[src/hdl/pll_osc_status_regs.svh]
// Register offsets, field positions, reset values and timing counts
`ifndef PLL_OSC_STATUS_REGS_SVH
`define PLL_OSC_STATUS_REGS_SVH
`define OFS_CTRL 8'h00
`define OFS_IRQ_STATUS 8'h04
`define OFS_IRQ_CLEAR 8'h08
`define OFS_POWER_CLOCK_STATUS 8'h0c
`define OFS_IRQ_ENABLE 8'h10
`define OFS_PLL_RATIO 8'h14
`define OFS_LOCK_TIMEOUT 8'h18
`define BIT_MAIN_XTAL_READY 0
`define BIT_SLOW_XTAL_READY 1
`define BIT_BROWNOUT_READY 9
`define BIT_BROWNOUT_DET 10
`define BIT_PLL_LOCK_RISE 15
`define BIT_PLL_LOCK_FALL 16
`define BIT_PLL_LOCK_TIMEOUT 17
`define CTRL_RESET 32'h00000000
`define PLL_RATIO_RESET 32'h00010000
`define LOCK_TIMEOUT_RESET 32'h00000040
`define SYNC_STAGES 3
`endif
[src/hdl/pll_osc_status_pkg.sv]
// Types shared by the clock controller slice
package pll_osc_status_pkg;
	typedef enum logic [1:0] {
		ref_slow_xtal = 2'b00,
		ref_main_xtal = 2'b01,
		ref_generic = 2'b10,
		ref_unused = 2'b11
	} ref_sel_type;
	typedef enum logic [1:0] {
		pll_off = 2'b00,
		pll_locking = 2'b01,
		pll_locked = 2'b10,
		pll_timed_out = 2'b11
	} pll_state_type;
endpackage

[src/hdl/pin_sync.sv]
// Three-stage synchroniser with agreement of the last two stages
`timescale 1ns/1ns
module pin_sync (
	input wire logic sys_clk,
	input wire logic resetn,
	input wire logic clk_en,
	input wire logic pin_in,
	output logic level,
	output logic rise
);
	logic s1;
	logic s2;
	logic s3;
	logic next_level;
	always_comb begin
		next_level = level;
		if (s2 == s3) begin
			next_level = s3;
		end
	end
	always_ff @(posedge sys_clk) begin
		if (!resetn) begin
			s1 <= 1'b0;
			s2 <= 1'b0;
			s3 <= 1'b0;
			level <= 1'b0;
			rise <= 1'b0;
		end else if (clk_en) begin
			s1 <= pin_in;
			s2 <= s1;
			s3 <= s2;
			level <= next_level;
			rise <= next_level & ~level;
		end
	end
endmodule

[src/hdl/pll_osc_status_ctrl.sv]
// PLL reference select, fractional PLL control, oscillator flags and status
// How it works
// - Reference picked from slow, main, generic sources
// - Main crystal passes programmable divider first
// - Output gate driven only by PLL control
// - Fractional multiply factor between reference, output
// - Phase compare keeps output aligned to reference
// - Lock timer counts 32kHz lock timer clock ticks
// - Slow crystal flag sets on ready rise
// - Main crystal flag sets on ready rise
// - Write one clears flag, zero ignored
// - Status bit 17 shows lock time-out
//
// Added by the designer: the AXI4-Lite slave port.
`timescale 1ns/1ns
`include "pll_osc_status_regs.svh"
module pll_osc_status_ctrl
	import pll_osc_status_pkg::*;
#(
	parameter int DIV_WIDTH = 8
) (
	input wire logic sys_clk,
	input wire logic resetn,
	input wire logic clk_en,
	input wire logic [7:0] s_axi_awaddr,
	input wire logic s_axi_awvalid,
	output logic s_axi_awready,
	input wire logic [31:0] s_axi_wdata,
	input wire logic [3:0] s_axi_wstrb,
	input wire logic s_axi_wvalid,
	output logic s_axi_wready,
	output logic [1:0] s_axi_bresp,
	output logic s_axi_bvalid,
	input wire logic s_axi_bready,
	input wire logic [7:0] s_axi_araddr,
	input wire logic s_axi_arvalid,
	output logic s_axi_arready,
	output logic [31:0] s_axi_rdata,
	output logic [1:0] s_axi_rresp,
	output logic s_axi_rvalid,
	input wire logic s_axi_rready,
	input wire logic low_speed_crystal_osc,
	input wire logic main_crystal_osc,
	input wire logic pll_ref_generic_channel,
	input wire logic pll_lock_timer_clock,
	input wire logic slow_xtal_ready,
	input wire logic main_xtal_ready,
	input wire logic brownout_ready,
	input wire logic brownout_detect,
	output logic pll_reference_clock,
	output logic pll_output_clock,
	output logic pll_locked_out,
	output logic irq
);
	initial begin
		if (DIV_WIDTH < 1 || DIV_WIDTH > 16) begin
			$error("DIV_WIDTH out of range");
		end
	end

	function automatic logic [31:0] merge_bytes(input logic [31:0] old, input logic [31:0] wd,
		input logic [3:0] be);
		logic [31:0] res;
		res = old;
		for (int i = 0; i < 4; i++) begin
			if (be[i]) begin
				res[i*8 +: 8] = wd[i*8 +: 8];
			end
		end
		return res;
	endfunction

	// Pin-side sampling of reference clocks and ready levels
	logic slow_lvl;
	logic main_lvl;
	logic gen_lvl;
	logic tick_lvl;
	logic slow_rdy_lvl;
	logic main_rdy_lvl;
	logic bo_rdy_lvl;
	logic bo_det_lvl;
	logic main_rise;
	logic gen_rise;
	logic slow_rise;
	logic tick_rise;
	logic slow_rdy_rise;
	logic main_rdy_rise;
	pin_sync u_slow (.sys_clk(sys_clk), .resetn(resetn), .clk_en(clk_en),
		.pin_in(low_speed_crystal_osc), .level(slow_lvl), .rise(slow_rise));
	pin_sync u_main (.sys_clk(sys_clk), .resetn(resetn), .clk_en(clk_en),
		.pin_in(main_crystal_osc), .level(main_lvl), .rise(main_rise));
	pin_sync u_gen (.sys_clk(sys_clk), .resetn(resetn), .clk_en(clk_en),
		.pin_in(pll_ref_generic_channel), .level(gen_lvl), .rise(gen_rise));
	pin_sync u_tick (.sys_clk(sys_clk), .resetn(resetn), .clk_en(clk_en),
		.pin_in(pll_lock_timer_clock), .level(tick_lvl), .rise(tick_rise));
	pin_sync u_srdy (.sys_clk(sys_clk), .resetn(resetn), .clk_en(clk_en),
		.pin_in(slow_xtal_ready), .level(slow_rdy_lvl), .rise(slow_rdy_rise));
	pin_sync u_mrdy (.sys_clk(sys_clk), .resetn(resetn), .clk_en(clk_en),
		.pin_in(main_xtal_ready), .level(main_rdy_lvl), .rise(main_rdy_rise));
	pin_sync u_bor (.sys_clk(sys_clk), .resetn(resetn), .clk_en(clk_en),
		.pin_in(brownout_ready), .level(bo_rdy_lvl), .rise());
	pin_sync u_bod (.sys_clk(sys_clk), .resetn(resetn), .clk_en(clk_en),
		.pin_in(brownout_detect), .level(bo_det_lvl), .rise());

	// Software registers
	logic [31:0] ctrl;
	logic [31:0] irq_enable_set;
	logic [31:0] pll_ratio;
	logic [31:0] lock_timeout;
	logic [1:0] ready_flags;
	logic [31:0] next_ctrl;
	logic [31:0] next_irq_enable_set;
	logic [31:0] next_pll_ratio;
	logic [31:0] next_lock_timeout;
	logic [1:0] next_ready_flags;
	logic aw_held;
	logic w_held;
	logic [7:0] aw_addr;
	logic [31:0] w_data;
	logic [3:0] w_strb;
	logic next_aw_held;
	logic next_w_held;
	logic [7:0] next_aw_addr;
	logic [31:0] next_w_data;
	logic [3:0] next_w_strb;
	logic next_bvalid;
	logic [1:0] next_bresp;
	logic next_rvalid;
	logic [31:0] next_rdata;
	logic [1:0] next_rresp;
	logic do_write;
	logic clear_slow;
	logic clear_main;
	logic [31:0] status_word;

	// Control fields: enable, reference select, divider, lock timer use
	logic pll_enable;
	ref_sel_type ref_sel;
	logic use_lock_timer;
	logic [DIV_WIDTH-1:0] main_div;
	assign pll_enable = ctrl[0];
	assign ref_sel = ref_sel_type'(ctrl[2:1]);
	assign use_lock_timer = ctrl[3];
	assign main_div = ctrl[8 +: DIV_WIDTH];

	// PLL state
	pll_state_type pll_state;
	pll_state_type next_pll_state;
	logic ref_clk;
	logic next_ref_clk;
	logic [DIV_WIDTH-1:0] div_cnt;
	logic [DIV_WIDTH-1:0] next_div_cnt;
	logic div_clk;
	logic next_div_clk;
	logic [31:0] phase_acc;
	logic [31:0] next_phase_acc;
	logic [15:0] out_per_ref;
	logic [15:0] next_out_per_ref;
	logic [15:0] lock_cnt;
	logic [15:0] next_lock_cnt;
	logic lock_fall;
	logic next_lock_fall;
	logic lock_rise_seen;
	logic next_lock_rise_seen;
	logic gate_open;
	logic next_gate_open;
	logic out_clk;
	logic next_out_clk;
	logic ref_edge;
	logic timeout;
	logic next_irq;

	assign do_write = aw_held && w_held && !s_axi_bvalid;
	assign clear_slow = do_write && aw_addr == `OFS_IRQ_CLEAR && w_strb[0]
		&& w_data[`BIT_SLOW_XTAL_READY];
	assign clear_main = do_write && aw_addr == `OFS_IRQ_CLEAR && w_strb[0]
		&& w_data[`BIT_MAIN_XTAL_READY];
	assign timeout = pll_state == pll_timed_out;

	always_comb begin
		status_word = 32'h00000000;
		status_word[`BIT_MAIN_XTAL_READY] = main_rdy_lvl;
		status_word[`BIT_SLOW_XTAL_READY] = slow_rdy_lvl;
		status_word[`BIT_BROWNOUT_READY] = bo_rdy_lvl;
		status_word[`BIT_BROWNOUT_DET] = bo_det_lvl;
		status_word[`BIT_PLL_LOCK_RISE] = lock_rise_seen;
		status_word[`BIT_PLL_LOCK_FALL] = lock_fall;
		status_word[`BIT_PLL_LOCK_TIMEOUT] = timeout;
	end

	// Register bus
	always_comb begin
		next_aw_held = aw_held;
		next_w_held = w_held;
		next_aw_addr = aw_addr;
		next_w_data = w_data;
		next_w_strb = w_strb;
		next_bvalid = s_axi_bvalid;
		next_bresp = s_axi_bresp;
		next_rvalid = s_axi_rvalid;
		next_rdata = s_axi_rdata;
		next_rresp = s_axi_rresp;
		next_ctrl = ctrl;
		next_irq_enable_set = irq_enable_set;
		next_pll_ratio = pll_ratio;
		next_lock_timeout = lock_timeout;
		if (s_axi_awvalid && s_axi_awready) begin
			next_aw_held = 1'b1;
			next_aw_addr = s_axi_awaddr;
		end
		if (s_axi_wvalid && s_axi_wready) begin
			next_w_held = 1'b1;
			next_w_data = s_axi_wdata;
			next_w_strb = s_axi_wstrb;
		end
		if (do_write) begin
			next_aw_held = 1'b0;
			next_w_held = 1'b0;
			next_bvalid = 1'b1;
			next_bresp = 2'b00;
			unique case (aw_addr)
				`OFS_CTRL: next_ctrl = merge_bytes(ctrl, w_data, w_strb);
				`OFS_IRQ_ENABLE: next_irq_enable_set = merge_bytes(irq_enable_set, w_data, w_strb)
					& 32'h00000003;
				`OFS_PLL_RATIO: next_pll_ratio = merge_bytes(pll_ratio, w_data, w_strb);
				`OFS_LOCK_TIMEOUT: next_lock_timeout = merge_bytes(lock_timeout, w_data, w_strb);
				// Status writes dropped on purpose, register is live
				`OFS_IRQ_CLEAR, `OFS_IRQ_STATUS, `OFS_POWER_CLOCK_STATUS: next_bresp = 2'b00;
				default: next_bresp = 2'b10;
			endcase
		end
		if (s_axi_bvalid && s_axi_bready) begin
			next_bvalid = 1'b0;
		end
		if (s_axi_rvalid && s_axi_rready) begin
			next_rvalid = 1'b0;
		end
		if (s_axi_arvalid && s_axi_arready) begin
			next_rvalid = 1'b1;
			next_rresp = 2'b00;
			unique case (s_axi_araddr)
				`OFS_CTRL: next_rdata = ctrl;
				`OFS_IRQ_STATUS: next_rdata = {30'h0, ready_flags};
				`OFS_IRQ_CLEAR: next_rdata = 32'h00000000;
				`OFS_POWER_CLOCK_STATUS: next_rdata = status_word;
				`OFS_IRQ_ENABLE: next_rdata = irq_enable_set;
				`OFS_PLL_RATIO: next_rdata = pll_ratio;
				`OFS_LOCK_TIMEOUT: next_rdata = lock_timeout;
				default: begin
					next_rdata = 32'h00000000;
					next_rresp = 2'b10;
				end
			endcase
		end
	end

	// Ready flags: hardware set wins over a clear in the same cycle
	always_comb begin
		next_ready_flags = ready_flags;
		if (clear_slow) begin
			next_ready_flags[`BIT_SLOW_XTAL_READY] = 1'b0;
		end
		if (clear_main) begin
			next_ready_flags[`BIT_MAIN_XTAL_READY] = 1'b0;
		end
		if (slow_rdy_rise) begin
			next_ready_flags[`BIT_SLOW_XTAL_READY] = 1'b1;
		end
		if (main_rdy_rise) begin
			next_ready_flags[`BIT_MAIN_XTAL_READY] = 1'b1;
		end
		next_irq = |(next_ready_flags & irq_enable_set[1:0]);
	end

	// Reference path and PLL core
	always_comb begin
		next_div_cnt = div_cnt;
		next_div_clk = div_clk;
		if (main_rise) begin
			if (div_cnt >= main_div) begin
				next_div_cnt = '0;
				next_div_clk = ~div_clk;
			end else begin
				next_div_cnt = div_cnt + 1'b1;
			end
		end
		unique case (ref_sel)
			ref_slow_xtal: next_ref_clk = slow_lvl;
			ref_main_xtal: next_ref_clk = div_clk;
			ref_generic: next_ref_clk = gen_lvl;
			default: next_ref_clk = 1'b0;
		endcase
	end
	assign ref_edge = next_ref_clk & ~ref_clk;

	always_comb begin
		next_pll_state = pll_state;
		next_phase_acc = phase_acc;
		next_out_per_ref = out_per_ref;
		next_lock_cnt = lock_cnt;
		next_lock_fall = lock_fall;
		next_lock_rise_seen = lock_rise_seen;
		next_out_clk = out_clk;
		next_gate_open = 1'b0;
		// Fractional ratio: integer in [31:16], fraction in [15:0]
		next_phase_acc = phase_acc + pll_ratio;
		if (phase_acc[31:16] != next_phase_acc[31:16] && gate_open) begin
			next_out_clk = ~out_clk;
		end
		// Count output steps ungated, lock needs them before the gate opens
		if (phase_acc[31:16] != next_phase_acc[31:16]) begin
			next_out_per_ref = out_per_ref + 16'h0001;
		end
		if (!pll_enable) begin
			next_pll_state = pll_off;
			next_phase_acc = 32'h00000000;
			next_out_clk = 1'b0;
			next_lock_cnt = 16'h0000;
			next_lock_rise_seen = 1'b0;
		end else begin
			unique case (pll_state)
				pll_off: begin
					next_pll_state = pll_locking;
					next_lock_cnt = 16'h0000;
				end
				pll_locking: begin
					if (ref_edge) begin
						// Phase compare: realign output to the reference edge
						next_phase_acc = 32'h00000000;
						next_out_per_ref = 16'h0000;
						if (out_per_ref != 16'h0000) begin
							next_pll_state = pll_locked;
							next_lock_rise_seen = 1'b1;
						end
					end else if (use_lock_timer && tick_rise) begin
						next_lock_cnt = lock_cnt + 16'h0001;
						if (lock_cnt + 16'h0001 >= lock_timeout[15:0]) begin
							next_pll_state = pll_timed_out;
						end
					end
				end
				pll_locked: begin
					next_gate_open = 1'b1;
					if (ref_edge) begin
						next_phase_acc = 32'h00000000;
						next_out_per_ref = 16'h0000;
					end
					if (ref_sel == ref_unused) begin
						next_pll_state = pll_locking;
						next_lock_fall = 1'b1;
						next_lock_cnt = 16'h0000;
					end
				end
				pll_timed_out: next_pll_state = pll_timed_out;
			endcase
		end
	end

	always_ff @(posedge sys_clk) begin
		if (!resetn) begin
			s_axi_awready <= 1'b0;
			s_axi_wready <= 1'b0;
			s_axi_arready <= 1'b0;
			aw_held <= 1'b0;
			w_held <= 1'b0;
			aw_addr <= 8'h00;
			w_data <= 32'h00000000;
			w_strb <= 4'h0;
			s_axi_bvalid <= 1'b0;
			s_axi_bresp <= 2'b00;
			s_axi_rvalid <= 1'b0;
			s_axi_rdata <= 32'h00000000;
			s_axi_rresp <= 2'b00;
			ctrl <= `CTRL_RESET;
			irq_enable_set <= 32'h00000000;
			pll_ratio <= `PLL_RATIO_RESET;
			lock_timeout <= `LOCK_TIMEOUT_RESET;
			ready_flags <= 2'b00;
			irq <= 1'b0;
			pll_state <= pll_off;
			ref_clk <= 1'b0;
			div_cnt <= '0;
			div_clk <= 1'b0;
			phase_acc <= 32'h00000000;
			out_per_ref <= 16'h0000;
			lock_cnt <= 16'h0000;
			lock_fall <= 1'b0;
			lock_rise_seen <= 1'b0;
			gate_open <= 1'b0;
			out_clk <= 1'b0;
			pll_reference_clock <= 1'b0;
			pll_output_clock <= 1'b0;
			pll_locked_out <= 1'b0;
		end else if (clk_en) begin
			s_axi_awready <= !next_aw_held && !next_bvalid;
			s_axi_wready <= !next_w_held && !next_bvalid;
			s_axi_arready <= !next_rvalid;
			aw_held <= next_aw_held;
			w_held <= next_w_held;
			aw_addr <= next_aw_addr;
			w_data <= next_w_data;
			w_strb <= next_w_strb;
			s_axi_bvalid <= next_bvalid;
			s_axi_bresp <= next_bresp;
			s_axi_rvalid <= next_rvalid;
			s_axi_rdata <= next_rdata;
			s_axi_rresp <= next_rresp;
			ctrl <= next_ctrl;
			irq_enable_set <= next_irq_enable_set;
			pll_ratio <= next_pll_ratio;
			lock_timeout <= next_lock_timeout;
			ready_flags <= next_ready_flags;
			irq <= next_irq;
			pll_state <= next_pll_state;
			ref_clk <= next_ref_clk;
			div_cnt <= next_div_cnt;
			div_clk <= next_div_clk;
			phase_acc <= next_phase_acc;
			out_per_ref <= next_out_per_ref;
			lock_cnt <= next_lock_cnt;
			lock_fall <= next_lock_fall;
			lock_rise_seen <= next_lock_rise_seen;
			gate_open <= next_gate_open;
			out_clk <= next_out_clk;
			pll_reference_clock <= next_ref_clk;
			pll_output_clock <= next_out_clk & next_gate_open;
			pll_locked_out <= next_pll_state == pll_locked;
		end
	end
endmodule

[config.mk]
export PLATFORM = sky130hd
export DESIGN_NAME = pll_osc_status_ctrl
export DESIGN_NICKNAME = d
export VERILOG_FILES = /design/src/hdl/pll_osc_status_pkg.sv /design/src/hdl/pin_sync.sv /design/src/hdl/pll_osc_status_ctrl.sv
export VERILOG_INCLUDE_DIRS = /design/src /design/src/hdl
export SDC_FILE = /design/constraint.sdc
export NUM_CORES = 1
export LEC_CHECK = 0
export ABC_AREA = 1
export ABC_CLOCK_PERIOD_IN_PS = 9600
export BUFFER_PORTS_ARGS = -buffer_cell sky130_fd_sc_hd__buf_2
export CAP_MARGIN = 20
export CELL_PAD_IN_SITES_DETAIL_PLACEMENT = 0
export CELL_PAD_IN_SITES_GLOBAL_PLACEMENT = 1
export CORE_MARGIN = 4
export CORE_UTILIZATION = 47
export DETAILED_ROUTE_END_ITERATION = 8
export HOLD_SLACK_MARGIN = 0.08
export PLACE_DENSITY = 0.93
export SLEW_MARGIN = 30
export SYNTH_ARGS = -nofsm -noshare
export SYNTH_HDL_FRONTEND = slang
export SYNTH_SLANG_ARGS = --single-unit
[constraint.sdc]
create_clock -name sys_clk -period 9.6 [get_ports sys_clk]
set_input_delay 1.92 -clock sys_clk [delete_from_list [all_inputs] [get_ports sys_clk]]
set_output_delay 1.92 -clock sys_clk [all_outputs]
set_load 0.05 [all_outputs]
==> flow_metrics.py <==
metrics = {
    "drt": {
        "drc_errors": 0,
        "drt_iter0_drc": 1025,
        "wirelength_um": 44470,
        "drt-met1-wl_um": 20170,
        "vias_per_cell": 5.267,
        "top_layer_used": "met5",
        "drtAntennaViolNets": 0,
        "firstDrtPassIters": 5,
        "wl_met3_um": 2753,
        "met2_length_um": 20160,
        "vias": 14815,
        "wl_per_cell_um": 15.81,
    },
    "worst_setup_path": {
        "start_kind": "primary input",
        "crit_type": "in -> reg",
        "arrival_ns": 4.31,
        "worstPathRequired_ns": 9.97,
        "ff2ff_setup_slack_ns": 5.84,
        "end_kind": "flip-flop",
        "crit_fanout": 18,
    },
    "synthesis": {
        "ys_seq_elements": 304,
        "synth_area_um2": 15430,
        "synth_xor_area_frac": 0.02214,
        "yosysWarningCount": 0,
        "synth_compound_area_frac": 0.1854,
        "synth_top_family_by_area": "simple AND/OR/NAND/NOR gates",
        "syn-mean-instance-area_um2": 6.779,
        "synthCells": 2276,
        "ys_seq_area_frac": 0.3945,
        "yosys.area_share.adder": 0.05304,
        "synth_mux_area_frac": 0,
        "synthSimpleGateAreaFrac": 0.2461,
        "synth_cell_type_count": 48,
    },
    "cts": {
        "ctsResizeCount": 0,
        "cts_buffer_depth": 3,
        "clk_latency_ns": 0.52,
        "cts_sinks": 304,
        "htree_levels": 2,
        "hold_buffers": 0,
        "cts_tree": "yes",
        "cts-root-buf": "clkbuf_16",
        "cts.clk_slew.worst_paths_ns": 0.06,
        "cts_buffers": 35,
        "post-cts-setup-buffers": 0,
    },
    "finish": {
        "diodes": 0,
        "fin_nets": 2478,
        "area_growth_pct": 13.14,
        "layout_common_cells": "nand2_1, inv_1, dfxtp_1",
        "drive_gt1_frac": 0.08477,
        "fillCellCount": 3204,
        "seqCellArea_um2": 6086,
        "final_common_cell": "nand2_1",
        "multi_input_area_um2": 7849,
    },
    "sta": {
        "setup_viol": 0,
        "holdWs_ns": 0.4469,
        "post-route-period-util": 0.4107,
        "drv_slew": 0,
        "finalSetupTns_ns": 0,
        "fmax_ghz": 0.2536,
        "worstMarginPinSlew_ns": 0.9447,
        "rsz0062_at_grt": "no",
        "hold_viol_final": 0,
        "fin_skew_ns": 0.02162,
        "max_slew_margin": 0.3663,
        "period_needed_ns": 3.943,
    },
    "power": {
        "p_per_area_nw_per_um2": 157.2,
        "p_switching_w": 0.0006311,
        "p_comb_frac": 0.041,
        "p_int_w": 0.002112,
        "switching_share": 0.2301,
        "p_leak_nw": 7.408,
        "clock_power_share": 0.488,
        "ir_drop_mv": 0.1407,
        "p_seq_frac": 0.471,
    },
    "floorplan": {
        "num_rows": 66,
        "core_um2": 32450,
        "die_w_um": 189.2,
        "initial_core_util": 0.4754,
        "dieArea_um2": 35790,
        "die_h_um": 189.2,
        "pin_count": 113,
    },
    "placed_design": {
        "io_buffers": 110,
        "hpwl_um": 32290,
        "gp_congestion": 0.9334,
    },
    "global_routing": {
        "antenna_found_initial": 1,
        "grt_pass1_vias": 14054,
        "grt_max_degree": 96,
        "track_usage": 0.2438,
        "grt_pass1_wl_um": 71770,
        "grt_overflow": 0,
    },
    "run_status": {
        "outcome": "complete, no violations",
    },
    "job": {
        "cap_violations": 0,
    },
    "worst_hold_path": {
        "min_path_type": "reg -> reg",
    },
}
-- final timing paths --
path,start,endpoint,cells past startpoint
min,aw_addr[0],aw_addr[0],2
max,s_axi_araddr[2],s_axi_rdata[10],10
min reg2reg,aw_addr[0],aw_addr[0],2
max reg2reg,lock_cnt[0],pll_locked_out,19
-- layout make-up --
class                   count  area share
clock inverters            14    0.008817
flip-flops and latches    304      0.3486
repair buffers            118     0.03512
inverters                 315     0.06788
multi-input cells        1572      0.4496
clock buffers              48     0.05820
well taps                 442     0.03168
-- cell usage after synthesis, drive strengths merged --
master | n | share of area
o21a | 2 | 0.00097
a31oi | 1 | 0.00041
o21ai | 197 | 0.064
o311ai | 2 | 0.0011
o211ai | 8 | 0.0039
nor4 | 4 | 0.0016
nand3b | 8 | 0.0039
clkinv | 3 | 0.00073
nor2 | 177 | 0.044
nor3b | 3 | 0.0015
a21oi | 286 | 0.093
o2111ai | 1 | 0.00057
conb | 1 | 0.00024
nand4 | 17 | 0.0069
clkbuf | 78 | 0.019
a22oi | 3 | 0.0015
o22ai | 13 | 0.0053
ha | 63 | 0.051
o221ai | 6 | 0.0034
fa | 1 | 0.0013
dfxtp | 304 | 0.39
nand2 | 566 | 0.14
a311oi | 3 | 0.0017
nor4b | 1 | 0.00057
maj3 | 1 | 0.00065
a21o | 1 | 0.00049
nor3 | 18 | 0.0065
inv | 312 | 0.076
or2 | 1 | 0.00041
a22o | 1 | 0.00057
xnor2 | 6 | 0.0034
o31ai | 2 | 0.00097
buf | 8 | 0.0030
nand3 | 126 | 0.041
o21bai | 4 | 0.0019
and2 | 3 | 0.0012
o41ai | 1 | 0.00057
xor2 | 33 | 0.019
a211oi | 11 | 0.0054
-- power groups by stage --
stage          Combinational (W)  Clock [W]  Sequential [W]
2_1_floorplan          0.0000673          0         0.00132
6_report                0.000113    0.00134         0.00129
4_1_cts                 0.000113    0.00136         0.00129
5_1_grt                 0.000126    0.00141         0.00129
3_3_place_gp            0.000110          0         0.00132
3_5_place_dp            0.000112          0         0.00132
-- critical path: stages --
cell and delay (ns):
buf_2 0.10, nor3_1 0.05, inv_1 0.06, nor2_1 0.06
nand2_1 0.51, clkinv_1 0.80, nor3_1 0.37, a31oi_1 0.19
o21ai_0 0.13, a21oi_1 0.09
-- cell families after synthesis --
group                    count (synthesis)
other                                    1
AO/OA/AOI/OAI                          542
buffers and inverters                  401
adder cells (fa/ha/maj)                 65
flip-flops                             304
AND/OR/NAND/NOR                        924
XOR/XNOR                                39
-- flip-flops by register name, indices dropped and copies added (netlist names), 16 cells and up --
signal        cells
ctrl             32
lock_cnt         16
lock_timeout     32
out_per_ref      16
phase_acc        32
pll_ratio        32
s_axi_rdata      32
w_data           32
-- layer usage --
metal	vias up	track usage
met5	-	0
met2	426	0.4037
met1	6798	0.3338
li1	7513	-
met4	2	0.07511
met3	76	0.03097
-- metrics by stage --
stage | instances | total power, W | worst slack [ns] | util | area [um^2]
after global routing | 2813 | 0.002824 | 5.272 | 0.5379 | 17460
after global placement | 2751 | 0.001428 | 5.111 | 0.5012 | 16270
after CTS | 2813 | 0.002762 | 5.694 | 0.5376 | 17450
after floorplan | 2277 | 0.001390 | 6.156 | - | 15430
after detailed placement | 2751 | 0.001431 | 5.155 | 0.5015 | 16280
final | 2813 | 0.002743 | 5.657 | 0.5379 | 17460
(Power assumes the default switching activity.)
